## src/trip_cal_pkg.sv

```systemverilog
// constants for the shunt converter calibration and overcurrent trip block
// assumes one 200 MHz clock and a 16-bit register port with 8-bit addresses
package trip_cal_pkg;

  // ---------------------------------------------------------------
  // register addresses
  // ---------------------------------------------------------------
  localparam logic [7:0] ADDR_OFFSET_HIGH = 8'h84;
  localparam logic [7:0] ADDR_OFFSET_LOW  = 8'h85;
  localparam logic [7:0] ADDR_GAIN        = 8'h86;
  localparam logic [7:0] ADDR_TRIP_CFG    = 8'h87;
  localparam logic [7:0] ADDR_IRQ_STATUS  = 8'hF0;
  localparam logic [7:0] ADDR_IRQ_MASK    = 8'hF1;
  localparam logic [7:0] ADDR_TRIP_STATE  = 8'hF2;

  // ---------------------------------------------------------------
  // reset values and field positions
  // ---------------------------------------------------------------
  localparam logic [23:0] OFFSET_RESET    = 24'h000000;
  localparam logic [15:0] GAIN_RESET      = 16'h0000;
  localparam logic [15:0] CFG_RESET       = 16'h0000;
  localparam logic [2:0]  IRQ_MASK_RESET  = 3'h0;
  localparam int          CFG_EN_BIT      = 15;
  localparam int          CFG_POL_BIT     = 14;
  localparam int          CFG_SPARE_BIT   = 13;
  localparam int          CFG_NUM_MSB     = 12;
  localparam int          CFG_NUM_LSB     = 8;
  localparam int          IRQ_UPPER_BIT   = 0;
  localparam int          IRQ_LOWER_BIT   = 1;
  localparam int          IRQ_SAT_BIT     = 2;

  // ---------------------------------------------------------------
  // fast path and calibration constants
  // ---------------------------------------------------------------
  localparam int                 FAST_OSR        = 64;
  localparam int                 FAST_SETTLE     = 3;
  localparam logic signed [15:0] THRESH_HIGH_OFF = 16'sh7FFF;
  localparam logic signed [15:0] THRESH_LOW_OFF  = 16'sh8000;
  localparam logic signed [17:0] GAIN_UNITY     = 18'sh10000;

  // consecutive fast samples needed per deglitch code
  localparam logic [7:0] DEGLITCH_TABLE [32] = '{
    8'h01, 8'h02, 8'h03, 8'h04, 8'h05, 8'h06, 8'h07, 8'h08,
    8'h09, 8'h0A, 8'h0B, 8'h0C, 8'h0E, 8'h0F, 8'h10, 8'h12,
    8'h14, 8'h16, 8'h18, 8'h1C, 8'h20, 8'h28, 8'h30, 8'h38,
    8'h40, 8'h48, 8'h50, 8'h58, 8'h60, 8'h68, 8'h70, 8'h80
  };

endpackage

```

## src/fast_filter_if.sv

```systemverilog
// carrier between the trip logic and its fast decimation filter
// assumes both ends share the single system clock
`timescale 1ns/100ps
interface fast_filter_if;
  logic               run;
  logic               bit_valid;
  logic               bit_in;
  logic               sample_valid;
  logic signed [15:0] sample;

  modport filt (input run, input bit_valid, input bit_in,
                output sample_valid, output sample);
  modport ctrl (output run, output bit_valid, output bit_in,
                input sample_valid, input sample);
endinterface

```

## src/shunt_trip_cal.sv

```systemverilog
// calibration trims and overcurrent trip for the first shunt converter
// assumes a 16-bit register port, synchronous inputs and a 200 MHz clock
`timescale 1ns/100ps

// Overview of operation
// - upper offset trim bits held read/write
// - low offset bits high byte, low byte zero
// - offset LSB equals conversion result LSB
// - gain multiplier is one plus code/65536
// - trip enable together with converter enable runs filter and comparator
// - fast path ignores go and halt bits
// - sinc3 fast filter, fixed ratio 64
// - flag after programmed consecutive outside samples
// - inside sample restarts count, no hysteresis
// - fault is any upper or lower flag
// - polarity bit picks fault drive level
// - pin 3 carries fault only when selected
// - above high threshold counts, 7FFF disables
// - below low threshold counts, 8000 disables
module shunt_trip_cal
  import trip_cal_pkg::*;
(
  // clock and reset
  input  wire logic               clk,
  input  wire logic               sys_rst,
  // register port
  input  wire logic [7:0]         reg_addr,
  input  wire logic [15:0]        reg_wdata,
  input  wire logic               reg_wr,
  input  wire logic               reg_rd,
  output logic      [15:0]        reg_rdata,
  // modulator and converter
  input  wire logic               mod_valid,
  input  wire logic               mod_bit,
  input  wire logic               converter_enable,
  input  wire logic               conv_valid,
  input  wire logic signed [23:0] conv_data,
  output logic                    cal_valid,
  output logic signed [23:0]      cal_data,
  // thresholds
  input  wire logic signed [15:0] upper_trip_threshold,
  input  wire logic signed [15:0] lower_trip_threshold,
  // pin 3
  input  wire logic               pin3_source_select,
  input  wire logic               pin3_output_format,
  input  wire logic               gpio3_level,
  output logic                    pin3_out,
  output logic                    pin3_oe,
  // status
  output logic                    upper_trip_flag,
  output logic                    lower_trip_flag,
  output logic                    trip_fault_output,
  output logic                    irq
);

  logic [23:0]        offset_trim_word;
  logic [15:0]        gain_trim_word;
  logic               trip_enable;
  logic               trip_polarity;
  logic               cfg_spare;
  logic [4:0]         trip_deglitch_count;
  logic [2:0]         irq_status;
  logic [2:0]         irq_mask;
  logic [2:0]         irq_event;
  logic               run;
  logic [7:0]         target;
  logic [1:0]         beyond;
  logic [1:0]         trip_rise;
  logic [1:0]         flag;
  logic [7:0]         trip_count [2];
  logic               wr_hit_status;
  logic               fault_level;
  logic               pin_value;

  fast_filter_if ff ();

  // ---------------------------------------------------------------
  // register writes
  // ---------------------------------------------------------------
  always_ff @(posedge clk) begin
    if (sys_rst) begin
      offset_trim_word    <= OFFSET_RESET;
      gain_trim_word      <= GAIN_RESET;
      trip_enable         <= CFG_RESET[CFG_EN_BIT];
      trip_polarity       <= CFG_RESET[CFG_POL_BIT];
      cfg_spare           <= CFG_RESET[CFG_SPARE_BIT];
      trip_deglitch_count <= CFG_RESET[CFG_NUM_MSB:CFG_NUM_LSB];
      irq_mask            <= IRQ_MASK_RESET;
    end else if (reg_wr) begin
      unique case (reg_addr)
        ADDR_OFFSET_HIGH: offset_trim_word[23:8] <= reg_wdata;
        ADDR_OFFSET_LOW:  offset_trim_word[7:0]  <= reg_wdata[15:8];
        ADDR_GAIN:        gain_trim_word         <= reg_wdata;
        ADDR_TRIP_CFG: begin
          trip_enable         <= reg_wdata[CFG_EN_BIT];
          trip_polarity       <= reg_wdata[CFG_POL_BIT];
          cfg_spare           <= reg_wdata[CFG_SPARE_BIT];
          trip_deglitch_count <= reg_wdata[CFG_NUM_MSB:CFG_NUM_LSB];
        end
        ADDR_IRQ_MASK:    irq_mask <= reg_wdata[2:0];
        default: ;
      endcase
    end
  end

  // ---------------------------------------------------------------
  // register reads
  // ---------------------------------------------------------------
  // data stand only in the cycle after the strobe, zero otherwise
  always_ff @(posedge clk) begin
    if (sys_rst || !reg_rd) begin
      reg_rdata <= 16'h0000;
    end else begin
      unique case (reg_addr)
        ADDR_OFFSET_HIGH: reg_rdata <= offset_trim_word[23:8];
        ADDR_OFFSET_LOW:  reg_rdata <= {offset_trim_word[7:0], 8'h00};
        ADDR_GAIN:        reg_rdata <= gain_trim_word;
        ADDR_TRIP_CFG:    reg_rdata <= {trip_enable, trip_polarity, cfg_spare,
                                        trip_deglitch_count, 8'h00};
        ADDR_IRQ_STATUS:  reg_rdata <= {13'h0000, irq_status};
        ADDR_IRQ_MASK:    reg_rdata <= {13'h0000, irq_mask};
        ADDR_TRIP_STATE:  reg_rdata <= {13'h0000, run, flag[1], flag[0]};
        default:          reg_rdata <= 16'h0000;
      endcase
    end
  end

  // ---------------------------------------------------------------
  // calibration path
  // ---------------------------------------------------------------
  logic signed [24:0] cal_diff;
  logic               diff_valid;
  logic signed [17:0] gain_mult;
  logic signed [42:0] cal_prod;
  logic signed [26:0] cal_scaled;
  logic               cal_sat;

  always_comb begin
    gain_mult  = GAIN_UNITY + {{2{gain_trim_word[15]}}, gain_trim_word};
    cal_prod   = cal_diff * gain_mult;
    cal_scaled = cal_prod[42:16];
    cal_sat    = (cal_scaled > 27'sd8388607) || (cal_scaled < -27'sd8388608);
  end

  // offset taken off before the gain, both in result LSB units
  always_ff @(posedge clk) begin
    if (sys_rst) begin
      cal_diff   <= 25'sh0000000;
      diff_valid <= 1'b0;
    end else begin
      diff_valid <= conv_valid;
      if (conv_valid)
        cal_diff <= {conv_data[23], conv_data}
                  - {offset_trim_word[23], offset_trim_word};
    end
  end

  always_ff @(posedge clk) begin
    if (sys_rst) begin
      cal_valid <= 1'b0;
      cal_data  <= 24'sh000000;
    end else begin
      cal_valid <= diff_valid;
      if (diff_valid) begin
        if (cal_scaled > 27'sd8388607)
          cal_data <= 24'sh7FFFFF;
        else if (cal_scaled < -27'sd8388608)
          cal_data <= 24'sh800000;
        else
          cal_data <= cal_scaled[23:0];
      end
    end
  end

  // ---------------------------------------------------------------
  // fast filter and comparators
  // ---------------------------------------------------------------
  // go and halt of the normal path do not reach here at all
  assign run          = trip_enable && converter_enable;
  assign ff.run       = run;
  assign ff.bit_valid = mod_valid;
  assign ff.bit_in    = mod_bit;
  assign target       = DEGLITCH_TABLE[trip_deglitch_count];

  fast_sinc3 #(
    .OSR   (FAST_OSR),
    .ACC_W (3 * $clog2(FAST_OSR) + 2)
  ) u_fast_sinc3 (
    .clk     (clk),
    .sys_rst (sys_rst),
    .ff      (ff)
  );

  always_comb begin
    beyond[0] = (ff.sample > upper_trip_threshold)
             && (upper_trip_threshold != THRESH_HIGH_OFF);
    beyond[1] = (ff.sample < lower_trip_threshold)
             && (lower_trip_threshold != THRESH_LOW_OFF);
  end

  for (genvar ch = 0; ch < 2; ch++) begin : g_trip
    logic [7:0] count_plus;
    assign count_plus    = trip_count[ch] + 8'h01;
    assign trip_rise[ch] = run && ff.sample_valid && beyond[ch]
                        && (count_plus >= target) && !flag[ch];

    always_ff @(posedge clk) begin
      if (sys_rst || !run) begin
        trip_count[ch] <= 8'h00;
        flag[ch]       <= 1'b0;
      end else if (ff.sample_valid) begin
        if (beyond[ch]) begin
          trip_count[ch] <= (trip_count[ch] >= target) ? trip_count[ch] : count_plus;
          flag[ch]       <= (count_plus >= target);
        end else begin
          trip_count[ch] <= 8'h00;
          flag[ch]       <= 1'b0;
        end
      end
    end
  end

  // ---------------------------------------------------------------
  // fault output and pin 3
  // ---------------------------------------------------------------
  assign fault_level = trip_polarity ? (flag[0] || flag[1])
                                     : !(flag[0] || flag[1]);
  assign pin_value   = pin3_source_select ? fault_level : gpio3_level;

  // open-drain format releases the pin instead of driving it high
  always_ff @(posedge clk) begin
    if (sys_rst) begin
      upper_trip_flag   <= 1'b0;
      lower_trip_flag   <= 1'b0;
      trip_fault_output <= 1'b1;
      pin3_out          <= 1'b0;
      pin3_oe           <= 1'b0;
    end else begin
      upper_trip_flag   <= flag[0];
      lower_trip_flag   <= flag[1];
      trip_fault_output <= fault_level;
      pin3_out          <= pin_value;
      pin3_oe           <= pin3_output_format ? !pin_value : 1'b1;
    end
  end

  // ---------------------------------------------------------------
  // interrupts
  // ---------------------------------------------------------------
  assign irq_event     = {diff_valid && cal_sat, trip_rise[1], trip_rise[0]};
  assign wr_hit_status = reg_wr && (reg_addr == ADDR_IRQ_STATUS);

  // a new event wins over a clear in the same cycle
  always_ff @(posedge clk) begin
    if (sys_rst) begin
      irq_status <= 3'h0;
      irq        <= 1'b0;
    end else begin
      irq_status <= (irq_status & ~(wr_hit_status ? reg_wdata[2:0] : 3'h0)) | irq_event;
      irq        <= |(irq_status & irq_mask);
    end
  end

  // ---------------------------------------------------------------
  // checks
  // ---------------------------------------------------------------
  offset_high_store_a: assert property (@(posedge clk) disable iff (sys_rst)
    reg_wr && reg_addr == ADDR_OFFSET_HIGH |=> offset_trim_word[23:8] == $past(reg_wdata))
    else $error("offset high trim not stored");

  offset_low_read_a: assert property (@(posedge clk) disable iff (sys_rst)
    reg_rd && reg_addr == ADDR_OFFSET_LOW
      |=> reg_rdata == {$past(offset_trim_word[7:0]), 8'h00})
    else $error("offset low readback wrong");

  cfg_low_zero_a: assert property (@(posedge clk) disable iff (sys_rst)
    reg_rd && reg_addr == ADDR_TRIP_CFG |=> reg_rdata[7:0] == 8'h00)
    else $error("trip config low byte not zero");

  trip_off_clear_a: assert property (@(posedge clk) disable iff (sys_rst)
    !run |=> ##1 !upper_trip_flag && !lower_trip_flag)
    else $error("trip flag alive with fast path off");

  count_restart_a: assert property (@(posedge clk) disable iff (sys_rst)
    run && ff.sample_valid && !beyond[0] |=> trip_count[0] == 8'h00 && !flag[0])
    else $error("deglitch count not restarted");

  trip_reach_a: assert property (@(posedge clk) disable iff (sys_rst)
    trip_rise[0] |=> flag[0] ##1 upper_trip_flag)
    else $error("upper flag missing after count reached");

  trip_cause_a: assert property (@(posedge clk) disable iff (sys_rst)
    $rose(flag[1]) |-> $past(ff.sample_valid) && $past(beyond[1]))
    else $error("lower flag set without an outside sample");

  high_off_a: assert property (@(posedge clk) disable iff (sys_rst)
    upper_trip_threshold == THRESH_HIGH_OFF && ff.sample_valid |=> !$rose(flag[0]))
    else $error("upper detection active at full scale");

  fault_level_a: assert property (@(posedge clk) disable iff (sys_rst)
    ##1 trip_fault_output == ($past(trip_polarity)
      ? ($past(flag[0]) || $past(flag[1])) : !($past(flag[0]) || $past(flag[1]))))
    else $error("fault level does not follow polarity and flags");

  pin_source_a: assert property (@(posedge clk) disable iff (sys_rst)
    pin3_source_select && !pin3_output_format |=> pin3_out == $past(fault_level) && pin3_oe)
    else $error("pin 3 does not carry the fault level");

  upper_trip_cov: cover property (@(posedge clk) disable iff (sys_rst) trip_rise[0]);
  lower_trip_cov: cover property (@(posedge clk) disable iff (sys_rst) trip_rise[1]);
  irq_cov:        cover property (@(posedge clk) disable iff (sys_rst) $rose(irq));
  cal_sat_cov:    cover property (@(posedge clk) disable iff (sys_rst) irq_event[2]);

endmodule

```

## src/fast_sinc3.sv

```systemverilog
// third-order sinc decimator for the overcurrent fast path
// assumes a one-bit modulator stream qualified by a valid pulse
`timescale 1ns/100ps
module fast_sinc3
  import trip_cal_pkg::*;
#(
  parameter int OSR   = FAST_OSR,
  parameter int ACC_W = 3 * $clog2(FAST_OSR) + 2
) (
  // clock and reset
  input wire logic clk,
  input wire logic sys_rst,
  // filter link
  fast_filter_if.filt ff
);

  localparam int PH_W  = $clog2(OSR);
  localparam int SHIFT = 3 * $clog2(OSR) - 15;
  localparam logic [PH_W-1:0] PH_LAST = PH_W'(OSR - 1);

  logic signed [ACC_W-1:0] integ1, integ2, integ3;
  logic signed [ACC_W-1:0] dly1, dly2, dly3;
  logic signed [ACC_W-1:0] comb1, comb2, comb3, scaled;
  logic signed [ACC_W-1:0] step;
  logic [PH_W-1:0]         phase;
  logic [1:0]              settle;

  // ---------------------------------------------------------------
  // integrators
  // ---------------------------------------------------------------
  always_comb begin
    step  = ff.bit_in ? ACC_W'(1) : -ACC_W'(1);
    comb1 = integ3 - dly1;
    comb2 = comb1 - dly2;
    comb3 = comb2 - dly3;
    scaled = comb3 >>> SHIFT;
  end

  // wraparound arithmetic is intended, the combs undo it
  always_ff @(posedge clk) begin
    if (sys_rst || !ff.run) begin
      integ1 <= '0;
      integ2 <= '0;
      integ3 <= '0;
      phase  <= '0;
    end else if (ff.bit_valid) begin
      integ1 <= integ1 + step;
      integ2 <= integ2 + integ1;
      integ3 <= integ3 + integ2;
      phase  <= (phase == PH_LAST) ? '0 : phase + 1'b1;
    end
  end

  // ---------------------------------------------------------------
  // decimation and combs
  // ---------------------------------------------------------------
  // the first combs see a partly filled delay line, so they are held back
  always_ff @(posedge clk) begin
    if (sys_rst || !ff.run) begin
      dly1            <= '0;
      dly2            <= '0;
      dly3            <= '0;
      settle          <= '0;
      ff.sample_valid <= 1'b0;
      ff.sample       <= 16'sh0000;
    end else if (ff.bit_valid && phase == PH_LAST) begin
      dly1            <= integ3;
      dly2            <= comb1;
      dly3            <= comb2;
      settle          <= (settle == 2'(FAST_SETTLE)) ? settle : settle + 1'b1;
      ff.sample_valid <= (settle == 2'(FAST_SETTLE));
      if (scaled > ACC_W'(32767))
        ff.sample <= 16'sh7FFF;
      else if (scaled < -ACC_W'(32768))
        ff.sample <= 16'sh8000;
      else
        ff.sample <= scaled[15:0];
    end else begin
      ff.sample_valid <= 1'b0;
    end
  end

  // ---------------------------------------------------------------
  // checks
  // ---------------------------------------------------------------
  decim_rate_a: assert property (@(posedge clk) disable iff (sys_rst)
    ff.sample_valid |-> $past(ff.bit_valid) && $past(phase) == PH_LAST)
    else $error("fast sample not on the last of its modulator bits");

  halt_silent_a: assert property (@(posedge clk) disable iff (sys_rst)
    !ff.run |=> !ff.sample_valid)
    else $error("fast sample produced while the fast path is off");

  sample_cov: cover property (@(posedge clk) disable iff (sys_rst) ff.sample_valid);

endmodule

```

## config.mk

```make
export PLATFORM = sky130hd
export DESIGN_NAME = shunt_trip_cal
export DESIGN_NICKNAME = d
export VERILOG_FILES = /design/src/trip_cal_pkg.sv /design/src/fast_filter_if.sv /design/src/shunt_trip_cal.sv /design/src/fast_sinc3.sv
export SDC_FILE = /design/constraint.sdc
export NUM_CORES = 2
export LEC_CHECK = 0
export BUFFER_PORTS_ARGS = -buffer_cell sky130_fd_sc_hd__buf_4
export CAP_MARGIN = 20
export CORE_MARGIN = 3
export CORE_UTILIZATION = 60
export DETAILED_ROUTE_END_ITERATION = 7
export HOLD_SLACK_MARGIN = 0.15
export PLACE_DENSITY = 0.86
export SYNTH_ARGS = -nofsm -noshare
export SYNTH_HDL_FRONTEND = slang
export SYNTH_SLANG_ARGS = --single-unit
```

## constraint.sdc

```tcl
create_clock -name clk -period 17 [get_ports clk]
set_clock_uncertainty 0.1 [all_clocks]
set_input_delay 5.1 -clock clk [delete_from_list [all_inputs] [get_ports clk]]
set_output_delay 5.1 -clock clk [all_outputs]
set_load 0.1 [all_outputs]
```

# Yosys cells after proc, flatten, opt, wreduce, memory -nomap -nowiden
# Memories as Yosys holds them, arrays and structs flattened.
# Index checks and enable logic that the tools add are counted.
# op_classes
add_sub_neg,12
mul,1
order_cmp,11
n_eq_ne,11
n_mux,39
n_bitwise,11
n_reduce_logical,31
# ops
operator,count
16-bit case mux with 7 select lines,1
8-bit 2-to-1 mux,8
20-bit adder,3
20-bit subtractor,3
8-bit == test (second input constant),7
24-bit 2-to-1 mux,2
25-bit by 18-bit multiplier with 43-bit output,1
8-bit >= comparator,4
16-bit 2-to-1 mux,2
16-bit != test (second input constant),2
27-bit by 24-bit greater-than comparator with 1-bit output (second input constant),1
27-bit by 24-bit less-than comparator with 1-bit output (second input constant),1
24-bit by 24-bit subtractor with 25-bit output,1
1-bit 2-to-1 mux,23
20-bit 2-to-1 mux,1
17-bit by 18-bit adder with 18-bit output (first input constant),1
17-bit by 16-bit greater-than comparator with 1-bit output (second input constant),1
17-bit by 16-bit less-than comparator with 1-bit output (second input constant),1
8-bit by 1-bit adder with 8-bit output (second input constant),2
16-bit greater-than comparator,1
16-bit less-than comparator,1
1-bit logical AND,13
2-bit AND reduction,6
6-bit by 1-bit adder with 6-bit output (second input constant),1
other kinds (16),29
# word_totals
regBits,274
ram_bits,16
romBits,256
input_bits,91
output_inout_bits,47
word_cells,150
memories,2
# mem_list
memory,words,word_bits,rd,rd_clocked_by_memory_dff,write_ports,line,text
(name not given),32,8,1,0,0,shunt_trip_cal.sv:183,assign target = DEGLITCH_TABLE[trip_deglitch_count];
trip_count,2,8,2,0,2,shunt_trip_cal.sv:70,logic [7:0] trip_count [2];

# Logic depth before layout (Yosys ltp)
# logic_depth
ltp_word,8
mapped_depth,31
depth_no_buf,30

# By module
# From an unflattened synthesis, not the netlist that was laid out.
# unflattened
hier_cells,3993
area_unflattened_um2,33945.1
# modules_own_cells
module,n_inst,cells_per_inst,area_per_inst_um2,seq_area_each_um2
shunt_trip_cal,1,2726,23835.4,3062.9
fast_sinc3,1,1267,10109.7,2902.8

# Worst setup path after synthesis
# Ideal clock, no wire load.
# synth_timing
path_type,input-to-reg
from,in conv_data[0]
to,reg cal_diff[22]
setup_ps,86
arrival_time_ps,8093
required_ps,16814
setup_slack_ps,8721
stages,15
n_path_buf,0
cell_sequence,inv_1 ha_1 fa_1 nand2b_1 a21boi_0 o21ai_0 a21oi_1 o21a_1 o21ai_0 a21oi_1 a21oi_1 a2111oi_0 o22ai_1 xnor2_1 a211oi_1
# synth_via
elab_chain_len,1
# synth_lines
item,line,text
"start, declared",shunt_trip_cal.sv:37,"input wire logic signed [23:0] conv_data,"
24-bit by 24-bit subtractor with 25-bit output,shunt_trip_cal.sv:154,"- {offset_trim_word[23], offset_trim_word};"
"end signal, assigned",shunt_trip_cal.sv:153,"cal_diff <= {conv_data[23], conv_data}"
"end, declared",shunt_trip_cal.sv:131,logic signed [24:0] cal_diff;
# No other way between the ends.
# A chain may end at the register's enable or synchronous reset.

# Worst setup path after layout
# Ends and elaborated chain as after synthesis.

==> flow_summary.toml <==
[status]
status = "finished, final reports clean"

[global_route]
antenna_found_initial = 1
grt_max_degree = 91
grt.total_usage_pct = 29.0
grt_pass1_vias = 27700
grt_pass1_wl_microns = 137000
grt-ovfl-total = 0

[synthesis]
yosysSeqAreaShare_pct = 18.0
synthTopCellsByArea = "fa_1 24%, dfxtp_1 17%, ha_1 13%"
ys_seq_elements = 290
synth_common_cells = "622 x inv_1, 454 x nand2_1, 397 x fa_1"
syn_inst = 3905
synth_area_per_cell_sq_um = 8.48
yosysMostFrequentCell = "inv_1"
syn_nets = 4729
synth_top_area_share_pct = 24.0
synth.distinct_cells = 84
yosysTopAreaCell = "fa_1"
ys_warn_count = 0
syn_area_sq_mm = 0.0331
synth_flop_cell = "dfxtp_1"
synth-edff-count = 16
ys_async_sr_fraction_pct = 0

[power_and_ir_drop]
p_comb_share_pct = 12.1
pwr_density_cell_mw_per_mm2 = 48.6
power.share.switching_pct = 28.6
power_switching_mw = 0.498
p_leak_nw = 17.1
vdd_drop_max_uv = 67.0
seqPwrFrac_pct = 41.7
clkPwrFrac_pct = 46.2
p_int_mw = 1.24

[drt]
wirelength_microns = 81600
routedWlPerCell_microns = 17.5
drt_first_pass_iters = 6
postRouteAntennaNets = 0
drtIter0Drc = 2114
vias_per_cell = 5.84
vias = 27200
drc = 0

[sta]
drv_slew = 0
fin_tns_setup_ps = 0
timing.final.crit_share_pct = 50.2
worst_slew_pin_slew_ps = 1180
rsz0062_at_grt = "false"
finalSetupViolations = 0
max_freq_mhz = 117
slew_headroom_pct = 21.3
min_period_ps = 8530
whs_ps = 350
hold_viol = 0

[floorplan]
initial_core_util_pct = 61.1
row_count = 85
design.core.area_sq_mm = 0.0542
pin_count = 138
die_w_microns = 241
die-height_microns = 241
dieArea_sq_mm = 0.0581

[clocking]
cts_tree = "done"
clkLatencyLatePin_ps = 590
cts.clk_slew.worst_paths_ps = 50
cts_num_sinks = 290
cts_setup_buffers = 0
cts_buffer_depth = 3
clockRootBuffer = "clkbuf_16"
post_cts_resized = 0
cts_made_buffers = 36
cts_hold_buf = 0
h-tree-depth = 2

[place]
gp_congestion = 0.937
port-buffer-count = 137
dpl.hpwl_microns = 61500
placedCellCount = 4587

[critical_path]
crit_arrival_ps = 8890
path_class = "in -> reg"
end_kind = "register"
cp.required_ps = 17370
cp_max_fo = 4
critPathLaunchType = "primary input"

[finish]
finish.utilization_pct = 66.0
nets = 4755
finalNonFillerCells = 4655
drive_gt1_share_pct = 6.72
area_growth_pct = 8.15
fillers = 4198

[min_path]
holdCritPathClass = "reg -> reg"

[run]
cap_violations = 0
path summary, 6_finish.rpt:
kind / start / endpoint / slack [ps] / cells past startpoint
min: u_fast_sinc3.dly1[7]$_SDFFE_PP0P_ / u_fast_sinc3.dly1[7]$_SDFFE_PP0P_ / 350 / 2
min reg2reg: u_fast_sinc3.dly1[7]$_SDFFE_PP0P_ / u_fast_sinc3.dly1[7]$_SDFFE_PP0P_ / 350 / 2
max reg2reg: cal_diff[24]$_SDFFE_PP0P_ / cal_data[13]$_SDFFE_PP0P_ / 8670 / 22
max: conv_data[0] / cal_diff[22]$_SDFFE_PP0P_ / 8470 / 16
state kept, by name (all words and copies together) (netlist names), 20 cells and up:
name,cells
u_fast_sinc3.dly1,20
cal_data,24
offset_trim_word,24
u_fast_sinc3.integ3,20
u_fast_sinc3.integ1,20
u_fast_sinc3.dly3,20
cal_diff,25
u_fast_sinc3.integ2,20
u_fast_sinc3.dly2,20
cells in the final DEF, fill, tap and decap left out, drive strengths merged, types with 53 or more instances in the layout:
cell type,count
nand2,454
a21o,60
fa,397
ha,336
o21ai,104
buf,166
mux2i,53
a21oi,276
nand3,58
inv,623
nor3,54
nor2,223
dfxtp,274
and2,232
xnor2,110
layer usage:
layer | GRT usage [%] | share of wire, % | wire [microns] | up-vias
li1 | - | - | - | 12700
met3 | 4.69 | 8.0 | 6560 | 226
met1 | 37.0 | 40 | 32300 | 13200
met5 | 0 | 0 | 0 | -
met2 | 49.2 | 48 | 39300 | 1064
met4 | 11.9 | 4.2 | 3420 | 0
kinds of logic (layout without fill, tap and decap cells):
logic type,Yosys count,count (layout),share of synthesized area [%]
multiplexers,75,75,2.35
XOR/XNOR,152,152,4.06
other,1,2,0.0113
flip-flops,290,290,18.0
AND/OR/NAND/NOR,1201,1201,17.3
buffers and inverters,800,853,9.12
adder cells (fa/ha/maj),735,735,36.8
AO/OA/AOI/OAI,651,651,12.4
area by class of cell:
type / instances / area, sq um / share of cell area, %
multi-input combinational: 2815 / 24200 / 67.4
sequential: 290 / 5970 / 16.7
inverter: 622 / 2330 / 6.52
timing repair buffer: 166 / 1250 / 3.50
clock buffer: 51 / 1010 / 2.82
tap: 696 / 871 / 2.43
clock inverter: 14 / 230 / 0.643
antenna: 1 / 2.50 / 0.00699
critical path, cell delays in order:
cell       delay (ps)
buf_4              70
inv_1              30
ha_1              220
fa_1              410
nand2b_1          160
a21boi_0          270
o21ai_0           200
a21oi_1           240
o21a_1            190
o21ai_0           130
a21oi_1           310
a21oi_1           150
a2111oi_0         770
o22ai_1           230
xnor2_1           190
a211oi_1          220
metrics by stage:
| stage | cell area (sq um) | power (mW) | worst slack, ps |
|---|---|---|---|
| after floorplan | 33100 | 0.876 | 8720 |
| after global placement | 34600 | 0.941 | 8140 |
| after detailed placement | 34600 | 0.947 | 7990 |
| after CTS | 35800 | 1.75 | 8550 |
| after global routing | 35800 | 1.80 | 8040 |
| final | 35800 | 1.74 | 8470 |
power by group through the flow:
| stage | Combinational [mW] | Sequential (mW) | Clock [mW] |
|---|---|---|---|
| after floorplan | 0.113 | 0.764 | 0 |
| after detailed placement | 0.208 | 0.739 | 0 |
| final | 0.210 | 0.726 | 0.803 |
| after global routing | 0.229 | 0.727 | 0.839 |
| after CTS | 0.209 | 0.725 | 0.812 |
| after global placement | 0.203 | 0.738 | 0 |
Power figures use the tool's default switching activity.
